==> config.mk <==
export PLATFORM = sky130hd
export DESIGN_NAME = sepp_top
export DESIGN_NICKNAME = d
export VERILOG_FILES = /design/src/sepp_pkg.sv /design/src/sepp_pin_sync.sv /design/src/sepp_top.sv
export SDC_FILE = /design/constraint.sdc
export NUM_CORES = 1
export LEC_CHECK = 0
export ABC_AREA = 1
export BUFFER_PORTS_ARGS = -buffer_cell sky130_fd_sc_hd__buf_2
export CAP_MARGIN = 20
export CORE_MARGIN = 5
export CORE_UTILIZATION = 54
export CTS_CLUSTER_SIZE = 25
export DETAILED_ROUTE_END_ITERATION = 12
export GPL_TIMING_DRIVEN = 0
export PLACE_DENSITY = 0.81
export SLEW_MARGIN = 30
export SYNTH_ARGS = -nofsm -noshare
export SYNTH_HDL_FRONTEND = slang
export SYNTH_SLANG_ARGS = --single-unit
==> constraint.sdc <==
create_clock -name mclk -period 3.2 [get_ports mclk]
set_input_delay 0.48 -clock mclk [delete_from_list [all_inputs] [get_ports mclk]]
set_output_delay 0.48 -clock mclk [all_outputs]
set_load 0.05 [all_outputs]
==> src/sepp_pkg.sv <==
/*
  Constants, encodings and helpers shared by the serial memory protocol front end.
  Assumes a single system clock of 4 ns and nothing else of the surroundings.
*/
package sepp_pkg;

  localparam int CLK_PERIOD_NS = 4;
  // Default write cycle length; arbitrary, shortened through the top parameter
  localparam int WRITE_CYCLE_US_DEF = 5000;
  localparam int NS_PER_US = 1000;
  localparam int BUSY_CNT_W = 24;

  localparam logic [7:0] OP_WRITE_ARM = 8'h06;
  localparam logic [7:0] OP_WRITE_DISARM = 8'h04;
  localparam logic [7:0] OP_STATUS_READ = 8'h05;
  localparam logic [7:0] OP_STATUS_WRITE = 8'h01;
  localparam logic [7:0] OP_MEM_READ = 8'h03;
  localparam logic [7:0] OP_MEM_WRITE = 8'h02;
  localparam logic [7:0] OP_IDENT_READ = 8'h83;
  localparam logic [7:0] OP_IDENT_WRITE = 8'h82;

  localparam int ST_LOCK_BIT = 7;
  localparam int ST_PSIZE_HI = 3;
  localparam int ST_PSIZE_LO = 2;
  localparam int ST_WEL_BIT = 1;
  localparam int ST_BUSY_BIT = 0;
  localparam int LOCK_SEL_BIT = 7;

  localparam logic LOCK_RST = 1'h0;
  localparam logic [1:0] PSIZE_RST = 2'h0;
  localparam logic WEL_RST = 1'h0;

  localparam logic [1:0] PS_NONE = 2'h0;
  localparam logic [1:0] PS_QUARTER = 2'h1;
  localparam logic [1:0] PS_HALF = 2'h2;
  localparam logic [1:0] PS_ALL = 2'h3;
  localparam logic [9:0] QUARTER_BASE = 10'h300;
  localparam logic [9:0] HALF_BASE = 10'h200;
  localparam logic [9:0] IDENT_ADDR_MASK = 10'h01F;

  typedef enum logic [1:0] {
    SP_ARRAY = 2'b00,
    SP_IDENT = 2'b01,
    SP_LOCK = 2'b10
  } sepp_space_t;

  typedef enum logic [2:0] {
    S_IDLE = 3'b000,
    S_OPCODE = 3'b001,
    S_ADDR = 3'b010,
    S_WDATA = 3'b011,
    S_RDATA = 3'b100,
    S_ONEBYTE = 3'b101,
    S_WAIT = 3'b110
  } sepp_state_t;

  typedef enum logic [2:0] {
    C_NONE = 3'b000,
    C_ARM = 3'b001,
    C_DISARM = 3'b010,
    C_SREAD = 3'b011,
    C_SWRITE = 3'b100,
    C_MREAD = 3'b101,
    C_MWRITE = 3'b110
  } sepp_cmd_t;

  function automatic logic sepp_protected(input logic [1:0] psize, input sepp_space_t space,
                                          input logic [9:0] addr);
    logic hit;
    hit = 1'h0;
    if (psize == PS_ALL) begin
      hit = 1'h1;
    end else if (space != SP_ARRAY) begin
      hit = 1'h0;
    end else if (psize == PS_HALF) begin
      hit = (addr >= HALF_BASE);
    end else if (psize == PS_QUARTER) begin
      hit = (addr >= QUARTER_BASE);
    end
    return hit;
  endfunction : sepp_protected

endpackage : sepp_pkg

==> src/sepp_pin_sync.sv <==
/*
  Two flip-flop synchroniser for a group of pin inputs.
  Assumes the inputs are quasi-static levels relative to the sampling clock.
*/
`timescale 1ns/1ps
module sepp_pin_sync #(
  parameter int W = 1,
  parameter logic [W-1:0] RST_VAL = '0
) (
  input wire logic clk,
  input wire logic rstN,
  input wire logic [W-1:0] din,
  output logic [W-1:0] dout
);
  logic [W-1:0] meta_q;
  logic [W-1:0] sync_q;

  // First stage feeds only the second stage
  always_ff @(posedge clk or negedge rstN) begin
    if (!rstN) begin
      meta_q <= RST_VAL;
      sync_q <= RST_VAL;
    end else begin
      meta_q <= din;
      sync_q <= meta_q;
    end
  end

  assign dout = sync_q;
endmodule : sepp_pin_sync

==> src/sepp_top.sv <==
/*
  Serial bus slave front end of a small nonvolatile memory: framing, pause, standby,
  write arming and the status/protect register.
  Assumes pins arrive asynchronously to mclk, serial clock well below mclk/4, and
  memory array storage outside, fed through the staging strobes below.
*/
`timescale 1ns/1ps
module sepp_top
  import sepp_pkg::*;
#(
  parameter int unsigned WRITE_CYCLE_US = WRITE_CYCLE_US_DEF
) (
  input wire logic mclk,
  input wire logic reset_n,
  input wire logic selN,
  input wire logic sclk,
  input wire logic sdi,
  input wire logic pauseN,
  input wire logic wprotN,
  input wire logic [7:0] memRdData,
  output logic sdoOut,
  output logic sdoOeN,
  output logic standby,
  output logic [9:0] memAddr,
  output logic [1:0] memSpace,
  output logic wrByteStb,
  output logic [7:0] wrByte,
  output logic wrCommit,
  output logic wrAbort,
  output logic [7:0] statusOut
);
  localparam int unsigned WRITE_CYCLES =
    (WRITE_CYCLE_US * NS_PER_US + CLK_PERIOD_NS - 1) / CLK_PERIOD_NS;

  logic rstMeta_q, rstN_q;
  logic [4:0] pinS;
  logic selNS, sclkS, sdiS, pauseNS, wprotNS;
  logic selPrev_q, sclkPrev_q, selActive_q, paused_q;
  logic selFall, selRise, sclkRise, sclkFall;
  sepp_state_t state_q;
  sepp_cmd_t cmd_q;
  sepp_space_t space_q;
  logic [2:0] bitCnt_q, outCnt_q;
  logic [7:0] shiftIn_q, outSh_q, byteIn, loadByte, statusWord;
  logic [1:0] addrHi_q, newPsize_q, psize_q;
  logic addrCnt_q, gotData_q, newLock_q, lock_q, wel_q, busy_q, statusCyc_q;
  logic [9:0] memAddr_q, startAddr_q;
  logic wrByteStb_q, wrCommit_q, wrAbort_q, sdoOut_q, sdoOeN_q, outLoaded_q, standby_q;
  logic [7:0] wrByte_q, statusOut_q;
  logic [BUSY_CNT_W-1:0] busyCnt_q;
  logic frozen, frameEnd, commitOk, memCommit, statCommit, armDone;

  function automatic logic [9:0] stepAddr(input sepp_space_t sp, input logic [9:0] a);
    logic [9:0] n;
    n = a + 10'h001;
    if (sp != SP_ARRAY) begin
      n = n & IDENT_ADDR_MASK;
    end
    return n;
  endfunction : stepAddr

  always_ff @(posedge mclk or negedge reset_n) begin
    if (!reset_n) begin
      rstMeta_q <= 1'h0;
      rstN_q <= 1'h0;
    end else begin
      rstMeta_q <= 1'h1;
      rstN_q <= rstMeta_q;
    end
  end

  sepp_pin_sync #(
    .W(5),
    .RST_VAL(5'h00)
  ) uPinSync (
    .clk(mclk),
    .rstN(rstN_q),
    .din({selN, sclk, sdi, pauseN, wprotN}),
    .dout(pinS)
  );

  assign selNS = pinS[4];
  assign sclkS = pinS[3];
  assign sdiS = pinS[2];
  assign pauseNS = pinS[1];
  assign wprotNS = pinS[0];

  // Prev select resets low so a select held low from power-up never looks like a fall
  assign selFall = selPrev_q && !selNS;
  assign selRise = !selPrev_q && selNS;
  assign sclkRise = !sclkPrev_q && sclkS && selActive_q && !selNS && !paused_q;
  assign sclkFall = sclkPrev_q && !sclkS && selActive_q && !selNS && !paused_q;
  assign byteIn = {shiftIn_q[6:0], sdiS};
  assign statusWord = {lock_q, 3'h0, psize_q, wel_q, busy_q};
  assign frozen = lock_q && !wprotNS;

  // Frame end counts only if unpaused; a deselect in pause drops the command
  assign frameEnd = selRise && selActive_q && !paused_q;
  assign commitOk = frameEnd && state_q == S_WDATA && bitCnt_q == 3'h0 && gotData_q
                    && wel_q && !busy_q;
  assign memCommit = commitOk && cmd_q == C_MWRITE
                     && !sepp_protected(psize_q, space_q, startAddr_q);
  assign statCommit = commitOk && cmd_q == C_SWRITE && !frozen;
  assign armDone = frameEnd && state_q == S_ONEBYTE && bitCnt_q == 3'h0;

  always_ff @(posedge mclk or negedge rstN_q) begin
    if (!rstN_q) begin
      selPrev_q <= 1'h0;
      sclkPrev_q <= 1'h0;
      selActive_q <= 1'h0;
      paused_q <= 1'h0;
    end else begin
      selPrev_q <= selNS;
      sclkPrev_q <= sclkS;
      if (selFall) begin
        selActive_q <= 1'h1;
      end else if (selNS) begin
        selActive_q <= 1'h0;
      end
      if (selNS || !selActive_q) begin
        paused_q <= 1'h0;
      end else if (!paused_q && !pauseNS && !sclkS) begin
        paused_q <= 1'h1;
      end else if (paused_q && pauseNS && !sclkS) begin
        paused_q <= 1'h0;
      end
    end
  end

  // Command framing and decode
  always_ff @(posedge mclk or negedge rstN_q) begin
    if (!rstN_q) begin
      state_q <= S_IDLE;
      cmd_q <= C_NONE;
      space_q <= SP_ARRAY;
      bitCnt_q <= 3'h0;
      shiftIn_q <= 8'h00;
      addrHi_q <= 2'h0;
      addrCnt_q <= 1'h0;
      gotData_q <= 1'h0;
      memAddr_q <= 10'h000;
      startAddr_q <= 10'h000;
      newLock_q <= LOCK_RST;
      newPsize_q <= PSIZE_RST;
      wrByteStb_q <= 1'h0;
      wrByte_q <= 8'h00;
    end else begin
      wrByteStb_q <= 1'h0;
      if (selFall) begin
        state_q <= S_OPCODE;
        cmd_q <= C_NONE;
        bitCnt_q <= 3'h0;
        addrCnt_q <= 1'h0;
        gotData_q <= 1'h0;
      end else if (selNS || !selActive_q) begin
        state_q <= S_IDLE;
        bitCnt_q <= 3'h0;
      end else if (sclkRise) begin
        shiftIn_q <= byteIn;
        bitCnt_q <= bitCnt_q + 3'h1;
        if (bitCnt_q == 3'h7) begin
          case (state_q)
            S_OPCODE: begin
              // Only status read and disarm pass while a write cycle runs
              if (busy_q && byteIn != OP_STATUS_READ && byteIn != OP_WRITE_DISARM) begin
                state_q <= S_WAIT;
              end else begin
                case (byteIn)
                  OP_WRITE_ARM: begin
                    cmd_q <= C_ARM;
                    state_q <= S_ONEBYTE;
                  end
                  OP_WRITE_DISARM: begin
                    cmd_q <= C_DISARM;
                    state_q <= S_ONEBYTE;
                  end
                  OP_STATUS_READ: begin
                    cmd_q <= C_SREAD;
                    state_q <= S_RDATA;
                  end
                  OP_STATUS_WRITE: begin
                    cmd_q <= C_SWRITE;
                    state_q <= wel_q ? S_WDATA : S_WAIT;
                  end
                  OP_MEM_READ, OP_IDENT_READ: begin
                    cmd_q <= C_MREAD;
                    space_q <= (byteIn == OP_MEM_READ) ? SP_ARRAY : SP_IDENT;
                    state_q <= S_ADDR;
                  end
                  OP_MEM_WRITE, OP_IDENT_WRITE: begin
                    cmd_q <= C_MWRITE;
                    space_q <= (byteIn == OP_MEM_WRITE) ? SP_ARRAY : SP_IDENT;
                    state_q <= wel_q ? S_ADDR : S_WAIT;
                  end
                  default: begin
                    state_q <= S_WAIT;
                  end
                endcase
              end
            end
            S_ADDR: begin
              addrCnt_q <= 1'h1;
              addrHi_q <= byteIn[1:0];
              if (addrCnt_q) begin
                if (space_q == SP_ARRAY) begin
                  memAddr_q <= {addrHi_q, byteIn};
                  startAddr_q <= {addrHi_q, byteIn};
                end else begin
                  memAddr_q <= {2'h0, byteIn} & IDENT_ADDR_MASK;
                  startAddr_q <= {2'h0, byteIn} & IDENT_ADDR_MASK;
                  if (byteIn[LOCK_SEL_BIT]) begin
                    space_q <= SP_LOCK;
                  end
                end
                state_q <= (cmd_q == C_MREAD) ? S_RDATA : S_WDATA;
              end
            end
            S_WDATA: begin
              gotData_q <= 1'h1;
              if (cmd_q == C_SWRITE) begin
                newLock_q <= byteIn[ST_LOCK_BIT];
                newPsize_q <= byteIn[ST_PSIZE_HI:ST_PSIZE_LO];
              end else begin
                wrByteStb_q <= 1'h1;
                wrByte_q <= byteIn;
                memAddr_q <= stepAddr(space_q, memAddr_q);
              end
            end
            S_RDATA: begin
              if (cmd_q == C_MREAD) begin
                memAddr_q <= stepAddr(space_q, memAddr_q);
              end
            end
            S_ONEBYTE: begin
              state_q <= S_WAIT;
            end
            default: begin
              state_q <= state_q;
            end
          endcase
        end
      end
    end
  end

  // Write cycle, arm latch and nonvolatile status bits
  always_ff @(posedge mclk or negedge rstN_q) begin
    if (!rstN_q) begin
      busy_q <= 1'h0;
      busyCnt_q <= '0;
      statusCyc_q <= 1'h0;
      wel_q <= WEL_RST;
      lock_q <= LOCK_RST;
      psize_q <= PSIZE_RST;
      wrCommit_q <= 1'h0;
      wrAbort_q <= 1'h0;
    end else begin
      wrCommit_q <= memCommit;
      wrAbort_q <= selRise && selActive_q && cmd_q == C_MWRITE && !memCommit;
      if (memCommit || statCommit) begin
        busy_q <= 1'h1;
        busyCnt_q <= BUSY_CNT_W'(WRITE_CYCLES);
        statusCyc_q <= statCommit;
      end else if (busy_q) begin
        if (busyCnt_q == BUSY_CNT_W'(1)) begin
          busy_q <= 1'h0;
          wel_q <= 1'h0;
          // Recheck the pin: it may have dropped during the cycle
          if (statusCyc_q && !frozen) begin
            lock_q <= newLock_q;
            psize_q <= newPsize_q;
          end
        end else begin
          busyCnt_q <= busyCnt_q - BUSY_CNT_W'(1);
        end
      end else if (armDone && cmd_q == C_ARM) begin
        wel_q <= 1'h1;
      end
      if (armDone && cmd_q == C_DISARM) begin
        wel_q <= 1'h0;
      end
    end
  end

  assign loadByte = (cmd_q == C_SREAD) ? statusWord : memRdData;

  // Output shifter; count survives a pause so the byte resumes in place
  always_ff @(posedge mclk or negedge rstN_q) begin
    if (!rstN_q) begin
      sdoOut_q <= 1'h0;
      sdoOeN_q <= 1'h1;
      outSh_q <= 8'h00;
      outCnt_q <= 3'h0;
      outLoaded_q <= 1'h0;
      standby_q <= 1'h1;
      statusOut_q <= 8'h00;
    end else begin
      standby_q <= (selNS || !selActive_q) && !busy_q;
      statusOut_q <= statusWord;
      if (state_q != S_RDATA || selNS) begin
        sdoOeN_q <= 1'h1;
        outCnt_q <= 3'h0;
        outLoaded_q <= 1'h0;
      end else if (paused_q) begin
        sdoOeN_q <= 1'h1;
      end else if (sclkFall) begin
        outCnt_q <= outCnt_q + 3'h1;
        outLoaded_q <= 1'h1;
        sdoOeN_q <= 1'h0;
        if (outCnt_q == 3'h0) begin
          sdoOut_q <= loadByte[7];
          outSh_q <= {loadByte[6:0], 1'h0};
        end else begin
          sdoOut_q <= outSh_q[7];
          outSh_q <= {outSh_q[6:0], 1'h0};
        end
      end else begin
        sdoOeN_q <= !outLoaded_q;
      end
    end
  end

  assign sdoOut = sdoOut_q;
  assign sdoOeN = sdoOeN_q;
  assign standby = standby_q;
  assign memAddr = memAddr_q;
  assign memSpace = space_q;
  assign wrByteStb = wrByteStb_q;
  assign wrByte = wrByte_q;
  assign wrCommit = wrCommit_q;
  assign wrAbort = wrAbort_q;
  assign statusOut = statusOut_q;

  property p_pause_hiz;
    @(posedge mclk) disable iff (!rstN_q) paused_q |=> sdoOeN_q;
  endproperty
  a_pause_hiz: assert property (p_pause_hiz) else $error("output driven in pause");

  property p_pause_entry;
    @(posedge mclk) disable iff (!rstN_q) $rose(paused_q) |-> !$past(pauseNS) && !$past(sclkS);
  endproperty
  a_pause_entry: assert property (p_pause_entry) else $error("bad pause entry");

  property p_pause_exit;
    @(posedge mclk) disable iff (!rstN_q)
      $fell(paused_q) |-> $past(pauseNS) && !$past(sclkS) || $past(selNS);
  endproperty
  a_pause_exit: assert property (p_pause_exit) else $error("bad pause exit");

  property p_desel_reset;
    @(posedge mclk) disable iff (!rstN_q) (selNS && !selFall) |=> state_q == S_IDLE;
  endproperty
  a_desel_reset: assert property (p_desel_reset) else $error("kept after deselect");

  property p_standby;
    @(posedge mclk) disable iff (!rstN_q) (selNS && !busy_q) ##1 (selNS && !busy_q) |=> standby_q;
  endproperty
  a_standby: assert property (p_standby) else $error("standby not entered");

  property p_needs_fall;
    @(posedge mclk) disable iff (!rstN_q) (state_q != S_IDLE) |-> selActive_q || $past(selNS);
  endproperty
  a_needs_fall: assert property (p_needs_fall) else $error("no select fall");

  property p_arm_gate;
    @(posedge mclk) disable iff (!rstN_q) $rose(busy_q) |-> $past(wel_q) && ~|$past(bitCnt_q);
  endproperty
  a_arm_gate: assert property (p_arm_gate) else $error("unarmed or torn write");

  property p_arm_clear;
    @(posedge mclk) disable iff (!rstN_q) $fell(busy_q) |-> !wel_q;
  endproperty
  a_arm_clear: assert property (p_arm_clear) else $error("arm kept after write");

  property p_frozen;
    @(posedge mclk) disable iff (!rstN_q)
      (lock_q && !wprotNS) ##1 !wprotNS |-> $stable(lock_q) && $stable(psize_q);
  endproperty
  a_frozen: assert property (p_frozen) else $error("frozen status changed");

  property p_status_layout;
    @(posedge mclk) disable iff (!rstN_q)
      ##1 statusOut_q[6:4] == 3'h0 && statusOut_q[ST_BUSY_BIT] == $past(busy_q);
  endproperty
  a_status_layout: assert property (p_status_layout) else $error("bad status bits");

  c_write_commit: cover property (@(posedge mclk) disable iff (!rstN_q) wrCommit_q);
  c_status_cycle: cover property (@(posedge mclk) disable iff (!rstN_q) busy_q && statusCyc_q);
  c_pause: cover property (@(posedge mclk) disable iff (!rstN_q) paused_q && state_q == S_RDATA);
  c_arm: cover property (@(posedge mclk) disable iff (!rstN_q) $rose(wel_q));

endmodule : sepp_top
Word level (Yosys, flattened, before mapping)

Index checks and enable logic that the tools add are counted.

Bits in registers: 122
Latch bits: 0
RAM bits: 0
Bits in read-only memories: 0
Bits of input ports: 15
Output and inout bits: 34
Logic and storage cells: 264
Memories kept: 0

Add/sub/neg operators: 4
Multipliers: 0
Divide/modulo/power cells: 0
$lt $le $gt $ge: 2
Equal/unequal tests: 41
Shift operators: 0
Multiplexer cells: 83
Bitwise logic cells: 6
Reduce and logical (&&, ||, !) cells: 91

Operators by type and width:

| kind                  | number |
|---|---|
| $mux 24               | 3 |
| $mux 3                | 21 |
| $mux 10               | 5 |
| $mux 1                | 42 |
| $logic_and 1x1->1     | 36 |
| $pmux 10 s3           | 1 |
| $eq 24x1->1 const B   | 1 |
| $eq 8x3->1 const B    | 3 |
| $reduce_and 6->1      | 4 |
| $sub 24x1->24 const B | 1 |
| $ge 10x10->1 const B  | 2 |
| $reduce_bool 2->1     | 10 |
| $eq 3x3->1 const B    | 6 |
| $ne 2x2->1 const B    | 9 |
| $pmux 3 s6            | 1 |
| $eq 8x2->1 const B    | 2 |
| $eq 8x8->1 const B    | 2 |
| $mux 8                | 2 |
| $ne 8x3->1 const B    | 2 |
| $reduce_and 4->1      | 4 |
| $pmux 3 s5            | 1 |
| $reduce_bool 3->1     | 5 |
| $logic_not 1->1       | 13 |
| $eq 3x2->1 const B    | 4 |
| other kinds (25)      | 47 |

Logic depth before layout (Yosys ltp)

Gate-level depths: netlist of run 1.

Depth after elaboration: 14
Mapped depth: 12
Depth with buffers taken out: 12

Modules after synthesis

From an unflattened synthesis of run 1, not the netlist that was laid out.

Cells, all modules: 718
Area total of the unflattened synthesis: 5774.3 µm²

By module, submodules not included:

| module        | times used | cells an instance | area an instance (µm²) | sequential area each (µm²) |
|---|---|---|---|---|
| sepp_top      | 1          | 708               | 5524.0                 | 2580.0 |
| sepp_pin_sync | 1          | 10                | 250.2                  | 250.2 |

Worst setup path before layout of run 1

Ideal clock, no wire load.

Path kind: register -> register
Start: register memAddr_q[2], in the netlist memAddr[2]
End: register memAddr_q[9], in the netlist memAddr[9]
Setup time: 0.118 ns
Arrival time: 1.630 ns
Required time: 3.082 ns
Path slack: 1.452 ns
Stages on the path, launching flop included: 10
Buffers on the path: 0
Period minus slack after synthesis: 1.748 ns
Path through: dfrtp_1 > nand3_1 > nor3_1 > nand3_1 > nor2_1 > nand2_1 > nand3_1 > nand2_1 > nand2_1 > nand2_1

Cells in the longest elaborated chain, start to end: 4
Elaborated cells between the ends (all ways): 5
Classes of those cells: add/sub: 1; mux: 4

RTL lines:

| what                              | RTL line                         | text |
|---|---|---|
| start: declaration                | sepp_top.sv:47                   | `logic [9:0] memAddr_q, startAddr_q;` |
| start signal: assignment          | sepp_top.sv:206                  | `memAddr_q <= {addrHi_q, byteIn};` |
| start signal: assignment          | sepp_top.sv:209                  | `memAddr_q <= {2'h0, byteIn} & IDENT_ADDR_MASK;` |
| start signal: assignment          | sepp_top.sv:226                  | `memAddr_q <= stepAddr(space_q, memAddr_q);` |
| $add 10x1->10 (*)                 | sepp_top.sv:55                   | `n = a + 10'h001;` |
| $mux 10 (*)                       | sepp_top.sv:56                   | `if (sp != SP_ARRAY) begin` |
| $mux 10, on equally long branches | sepp_top.sv:230, sepp_top.sv:220 |  |
| $pmux 10 s3 (*)                   | sepp_top.sv:162                  | `case (state_q)` |

Mark *: on every way between the ends. The rest lies on a longest branch, timed or not. The select of a mux whose other input is x is not followed.
A chain may end at the register's enable or synchronous reset.

Worst setup path after layout of run 1

Start: register busyCnt_q[0]
End: register busyCnt_q[16]

Cells in the longest elaborated chain, start to end: 4
Elaborated cells between the ends (all ways): 7
Classes of those cells: add/sub: 1; eq/ne: 2; mux: 3; reduce/logical: 1

RTL lines:

| what                     | RTL line        | text |
|---|---|---|
| start: declaration       | sepp_top.sv:50  | `logic [BUSY_CNT_W-1:0] busyCnt_q;` |
| start signal: assignment | sepp_top.sv:262 | `busyCnt_q <= BUSY_CNT_W'(WRITE_CYCLES);` |
| start signal: assignment | sepp_top.sv:274 | `busyCnt_q <= busyCnt_q - BUSY_CNT_W'(1);` |
| $sub 24x1->24            | sepp_top.sv:274 |  |
| $mux 24                  | sepp_top.sv:265 | `if (busyCnt_q == BUSY_CNT_W'(1)) begin` |
| $mux 24                  | sepp_top.sv:264 | `end else if (busy_q) begin` |
| $mux 24                  | sepp_top.sv:260 | `if (memCommit \|\| statCommit) begin` |

Parallel ways exist; a longest one is shown, timed or not. The select of a mux whose other input is x is not followed.

==> results of run 1 <==
==> power by group through the flow <==
| stage | logic [mW] | clock network [mW] | registers (mW) |
|---|---|---|---|
| after floorplan | 0.128 | 0 | 1.52 |
| after global placement | 0.167 | 0 | 1.52 |
| after detailed placement | 0.199 | 0 | 1.50 |
| after CTS | 0.202 | 1.88 | 1.48 |
| after global routing | 0.231 | 1.96 | 1.48 |
| final | 0.203 | 1.86 | 1.48 |
==> logic make-up after synthesis <==
kind of cell | after synthesis | share of synthesized area, %
AO/OA/AOI/OAI | 119 | 11.4
multiplexers | 3 | 0.593
AND/OR/NAND/NOR | 364 | 28.7
flip-flops | 113 | 49.7
XOR/XNOR | 4 | 0.615
buffers and inverters | 101 | 7.12
adder cells (fa/ha/maj) | 8 | 1.76
other | 2 | 0.132
==> state kept, by name, indices dropped and copies added (netlist names), 3 cells and up <==
| signal | cells |
|---|---|
| bitCnt_q | 3 |
| uPinSync.meta_q | 5 |
| cmd_q | 3 |
| uPinSync.dout | 5 |
| shiftIn_q | 7 |
| state_q | 3 |
| busyCnt_q | 24 |
| statusOut | 5 |
| memAddr | 10 |
| outCnt_q | 3 |
| wrByte | 8 |
| outSh_q | 7 |
==> stage by stage <==
step | total power [mW] | instances | setup WS [ps] | hold slack [ps] | utilization, %
detailed placement | 1.70 | 899 | 1250 | 252 | 59.6
floorplan | 1.64 | 716 | 1310 | 184 | -
finish | 3.55 | 931 | 1110 | 64.1 | 65.3
global placement | 1.69 | 897 | 734 | 265 | 59.1
global route | 3.68 | 931 | 1010 | 46.1 | 65.3
CTS | 3.57 | 931 | 1160 | 46.4 | 65.3
==> per-layer routing <==
layer / vias up / track usage, % / share of wire, %
met5: - / 0 / 0
met4: 0 / 9.29 / 2.1
met3: 30 / 5.35 / 7.8
met2: 231 / 34.8 / 46
met1: 2401 / 29.8 / 44
li1: 2460 / - / -
==> area by class of cell <==
cell class	count	area share (%)
inverters	89	4.95
repair buffers	48	4.19
plain buffers	12	1.06
well taps	136	2.52
multi-input cells	502	36.6
flip-flops and latches	113	42.0
clock buffers	26	7.23
clock inverters	5	1.48
==> Yosys cell counts (8+ instances only) <==
cell	instances	area share [%]
nand2_1	158	10
dfrtp_1	111	49
nor2_1	96	6.3
inv_1	81	5.3
o21ai_0	60	5.3
nand3_1	44	3.9
a21oi_1	36	3.2
nand4_1	18	2.0
nor3_1	16	1.4
ha_1	8	1.8
nor2_4	8	1.6
==> critical path, delay by kind of cell (launching register included) <==
family	cells	cell delay (ps)
AO/OA/AOI/OAI	1	220
adder cells (fa/ha/maj)	1	220
buffers and inverters	3	300
flip-flops	1	410
AND/OR/NAND/NOR	4	790
==> worst min path at each step <==
| stage | slack (ps) | endpoint | cells after the start | from |
|---|---|---|---|---|
| CTS | 50 | uPinSync.meta_q[1] | 1 | pauseN |
| global placement | 270 | rstMeta_q | 1 | reset_n |
| finish | 60 | uPinSync.meta_q[1] | 1 | pauseN |
| floorplan | 180 | rstMeta_q | 0 | reset_n |
| detailed placement | 250 | uPinSync.meta_q[3] | 0 | rstN_q |
| global route | 50 | uPinSync.meta_q[1] | 1 | pauseN |
==> key figures, run 1 <==
Synthesis
  • Mapped cell area: 0.00569 mm²
  • Yosys reg bits: 113
  • Netlist cell types: 42
  • EDFF count, synth: 0
  • Asr flop ratio synth: 100%
  • Top FF cell, synth: dfrtp_1
  • Synth Warn #: 0
  • Mapped Cells: 714
  • Sequential-to-total area share from yosys stat: 49.7%
  • Syn avg cell area: between 7 and 8 µm²

Drt
  • Antenna Nets Post-Route: 0
  • Vias per cell: 5.50
  • WL/cell: 14.3 µm
  • Drt total wl: 13300 µm
  • First-pass iteration count of the detailed router: 5
  • Vias: 5122
  • Initial drt markers: 483
  • # DRC: 0

Clock network
  • Clk sink count: 113
  • PostCTS Resize Cnt: 0
  • Clk_lat worst skew: 520 ps
  • Hold-fix buffers, CTS: 1
  • CTS H-tree depth: 4
  • Clock buffer depth: 2
  • CTS root buffer: clkbuf_8
  • CTS buffer count: 17
  • TritonCTS clock tree: yes
  • Post-CTS Repair Setup Buffers: 0
  • Worst-path clk slew: approximately 50 ps

Critical path
  • Crit path cell chain: inv_1 -> ha_1 -> nand2_1 -> nor3_1 -> inv_1 -> nor2_2 -> inv_1 -> o21ai_0 -> nand3_1
  • Critical Path End: busyCnt_q[16]
  • Crit path kind: reg -> reg
  • Critical Path RT: 3580 ps
  • Crit path DAT: between 2000 and 2500 ps
  • Critical path's slowest cell: nor3_1
  • Worst-path fanout max: 4
  • CP max stage delay: roughly 420 ps
  • CP Capture Type: flop
  • CP Launch Type: flop
  • Reg2Reg Depth: 9
  • FF-to-FF End: busyCnt_q[16]
  • Internal reg-to-reg setup slack: 1110 ps
  • Launch point of the worst path: busyCnt_q[0]
  • CP most frequent cell: inv_1
  • Reg-to-reg critical path startpoint: busyCnt_q[0]

Timing
  • RSZ-0062 raised after global routing: no
  • Final slew viol count: 0
  • Tmin final: 2090 ps
  • Clock skew: 9.71 ps
  • Endpoints failing setup: 0
  • Worst slew margin: 55.0%
  • Endpoints failing hold: 0
  • Slew @ Worst Pin: 672 ps
  • Total negative slack: 0 ps
  • F_max: roughly 480 MHz
  • Tcrit/Tclk final: 65.2%

Job
  • Max Cap Viol: 0

GRT
  • Global Route Usage Sum: 22.2%
  • GRT overflow: 0
  • First-pass GRT wire length: 22600 µm
  • Initial antenna violation count: 0
  • Vias in the first global route: approximately 4800
  • Largest net degree at the start of global routing: 52

Power and ir drop
  • Worst vdd ir: 401 µV
  • Sequential fraction of design power: 41.8%
  • Net Sw Frac: between 20% and 30%
  • Clock network power share: 52.5%
  • PD cells: 526 mW/mm²
  • Leak pwr: 3.41 nW
  • P_sw: 0.768 mW
  • Comb power frac: approximately 5.7%
  • Int Power: 2.78 mW

Outcome
  • Status: complete, no violations

Cells and area
  • Layout cell share with drive strength beyond 1: 15.7%
  • Fill count: 808
  • Synthesis-to-finish area growth: 18.5%
  • Storage cell area: about 0.0028 mm²
  • Multi-input gate area: 0.00247 mm²
  • Layout Nets: 806
  • Final Instance Area: 0.00675 mm²
  • Commonest non-fill, non-tap cell in the layout: nand2_1
  • Commonest non-fill, non-tap cells in the layout: nand2_1 (158), dfrtp_1 (110), nor2_1 (96), inv_1 (81), o21ai_0 (60)
  • # diodes: 0

Floorplanning
  • Vert. Die Dim: 113 µm
  • Die W: 113 µm
  • Core area: just over 0.01 mm²
  • Die area: 0.0127 mm²
  • IO Count: 49
  • Core Rows: 37
  • Starting Density: between 50% and 60%

Place
  • Placed inst area: 0.00615 mm²
  • Hpwl dp: roughly 9600 µm
  • Buffers added on ports: 45
  • Gpl congestion: 0.938

Min path
  • Hold Crit Class: in -> reg
Power figures use the tool's default switching activity.
==> run 2: changes to the inputs <==
CORE_UTILIZATION = 59   (was 54)
PLACE_DENSITY = 0.84   (was 0.81)
clock period = 2.1 ns   (was 3.2 ns; I/O delays follow)
==> key figures, run 2 (synthesis results as in run 1) <==
Critical path
  • Crit path DAT: 2350 ps
  • CP Capture Type: flop
  • Crit path kind: reg -> reg
  • Worst-path fanout max: 10
  • Critical Path RT: ~2500 ps
  • CP Launch Type: flop

GRT
  • Largest net degree at the start of global routing: 53
  • Met2 GRT Util: 40.3%
  • GR Layer Usage met3: 6.33%
  • GRT busiest layer: met2
  • First-pass GRT wire length: 23400 µm
  • Vias in the first global route: slightly below 5000
  • GRT overflow: 0
  • Met1 Use GR: 34.7%
  • Initial antenna violation count: 0
  • Global Route Usage Sum: 25.6%

Cells and area
  • Layout Cells excl Fill: about 930
  • Most flops, register: busyCnt_q
  • Fill count: roughly 720
  • # diodes: 0
  • Commonest non-fill, non-tap cells in the layout: nand2_1 (158), dfrtp_1 (110), nor2_1 (95), inv_1 (81), o21ai_0 (60)
  • Layout Nets: 814
  • Max reg flops: 24
  • Commonest non-fill, non-tap cell in the layout: nand2_1
  • Layout cell share with drive strength beyond 1: between 10% and 20%
  • Synthesis-to-finish area growth: 20.0%

Floorplanning
  • Starting Density: 61.0%
  • Core area: 0.00933 mm²
  • Core Rows: 35
  • Die area: around 0.012 mm²
  • Die W: 108 µm
  • Vert. Die Dim: ~110 µm
  • IO Count: 49

Place
  • Hpwl dp: 9900 µm
  • Buffers added on ports: 45
  • Dpl cells: about 890
  • DP Worst Slack: approximately 110 ps
  • Gpl congestion: 0.941

Timing
  • Tmin final: 1950 ps
  • Tcrit/Tclk final: 93.0%
  • RSZ-0062 raised after global routing: no
  • Endpoints failing setup: 0
  • Endpoints failing hold: 0
  • F_max: 512 MHz
  • Clock skew: 8.11 ps
  • Total negative slack: 0 ps
  • WHS: 65.8 ps
  • Final setup margin: approximately 150 ps
  • Final slew viol count: 0

Clock network
  • Clk_lat worst skew: between 500 and 600 ps
  • CTS H-tree depth: 4
  • CTS root buffer: clkbuf_8
  • TritonCTS clock tree: yes
  • Worst-path clk slew: 60 ps
  • Clock buffer depth: 2
  • CTS buffer count: 17
  • Clk sink count: between 100 and 150

Drt
  • Drt total wl: 13800 µm
  • Vias per cell: 5.54
  • Vias: a little over 5000
  • First-pass iteration count of the detailed router: 7
  • Initial drt markers: between 300 and 400
  • Antenna Nets Post-Route: 0
  • WL/cell: approximately 15 µm
  • # DRC: 0

Outcome
  • Status: complete, no violations

Min path
  • Hold Crit Class: in -> reg

Power and ir drop
  • Leak pwr: 3.45 nW
  • PD cells: 807 mW/mm²
  • Worst vdd ir: 676 µV

Job
  • Max Cap Viol: 0
## run 2: cell types whose count changed in the layout (fill, tap and decap cells not counted)
cell | previous run | this run
nor2_2 | 6 | 7
clkinv_2 | 2 | 5
bufinv_16 | 3 | 4
nor2_1 | 96 | 95
clkbuf_1 | 9 | 6
clkbuf_8 | 5 | 3
buf_4 | 4 | 7
dlygate4sd3_1 | 1 | 6
clkinvlp_4 | 0 | 2
## run 2: area by class of cell
| cell class | count | area, µm² | area share, % |
|---|---|---|---|
| sequential | 113 | 2830 | 41.5 |
| multi-input combinational | 502 | 2470 | 36.1 |
| clock buffer | 21 | 449 | 6.57 |
| timing repair buffer | 56 | 355 | 5.20 |
| inverter | 89 | 334 | 4.89 |
| tap | 129 | 161 | 2.36 |
| clock inverter | 11 | 160 | 2.34 |
| buffer | 12 | 71.3 | 1.04 |
## run 2: critical path: stages, from the launching register on
cell     delay [ps]
dfrtp_1         440
inv_1           100
nand2_2          90
inv_1           150
nand4_1         300
nor2_4          340
inv_2           150
a21oi_1         160
a21oi_1          80
## run 2: power by group
group          switching (mW)  internal [mW]
Sequential             0.0355           2.22
Combinational           0.221          0.101
Clock                   0.966           1.98
Total                    1.22           4.29
## run 2: stage by stage
stage / cell area [µm²] / utilization [%] / power [mW]
after CTS: 6810 / 73.0 / 5.54
final: 6830 / 73.3 / 5.52
after detailed placement: 6140 / 65.8 / 2.60
after global placement: 6090 / 65.3 / 2.58
after floorplan: 5700 / - / 2.50
after global routing: 6830 / 73.3 / 5.72
## run 2: worst paths after layout
kind	from	end	slack [ps]	cells past startpoint
setup / recovery	uPinSync.dout[4]	outSh_q[6]	150	8
hold / removal	memRdData[6]	outSh_q[7]	70	3
setup reg to reg	uPinSync.dout[4]	outSh_q[6]	150	8
hold reg to reg	rstN_q	busy_q	190	0
max in group asynchronous	rstN_q	sdoOeN	1040	2
min in group asynchronous	reset_n	rstMeta_q	110	2
## run 2: routing by layer
layer  share of wire (%)  vias up
met3                 6.4       22
met2                  48      176
li1                    -     2477
met5                   0        -
met4                 1.7        0
met1                  44     2495
## run 2: what timing repair did
item | in CTS | in global routing
resized for setup | 0 | 1
hold buffers | 6 | 0
setup buffers | 0 | 3
hold endpoints to repair | 7 | 0
endpoints found under the setup margin | 0 | 5
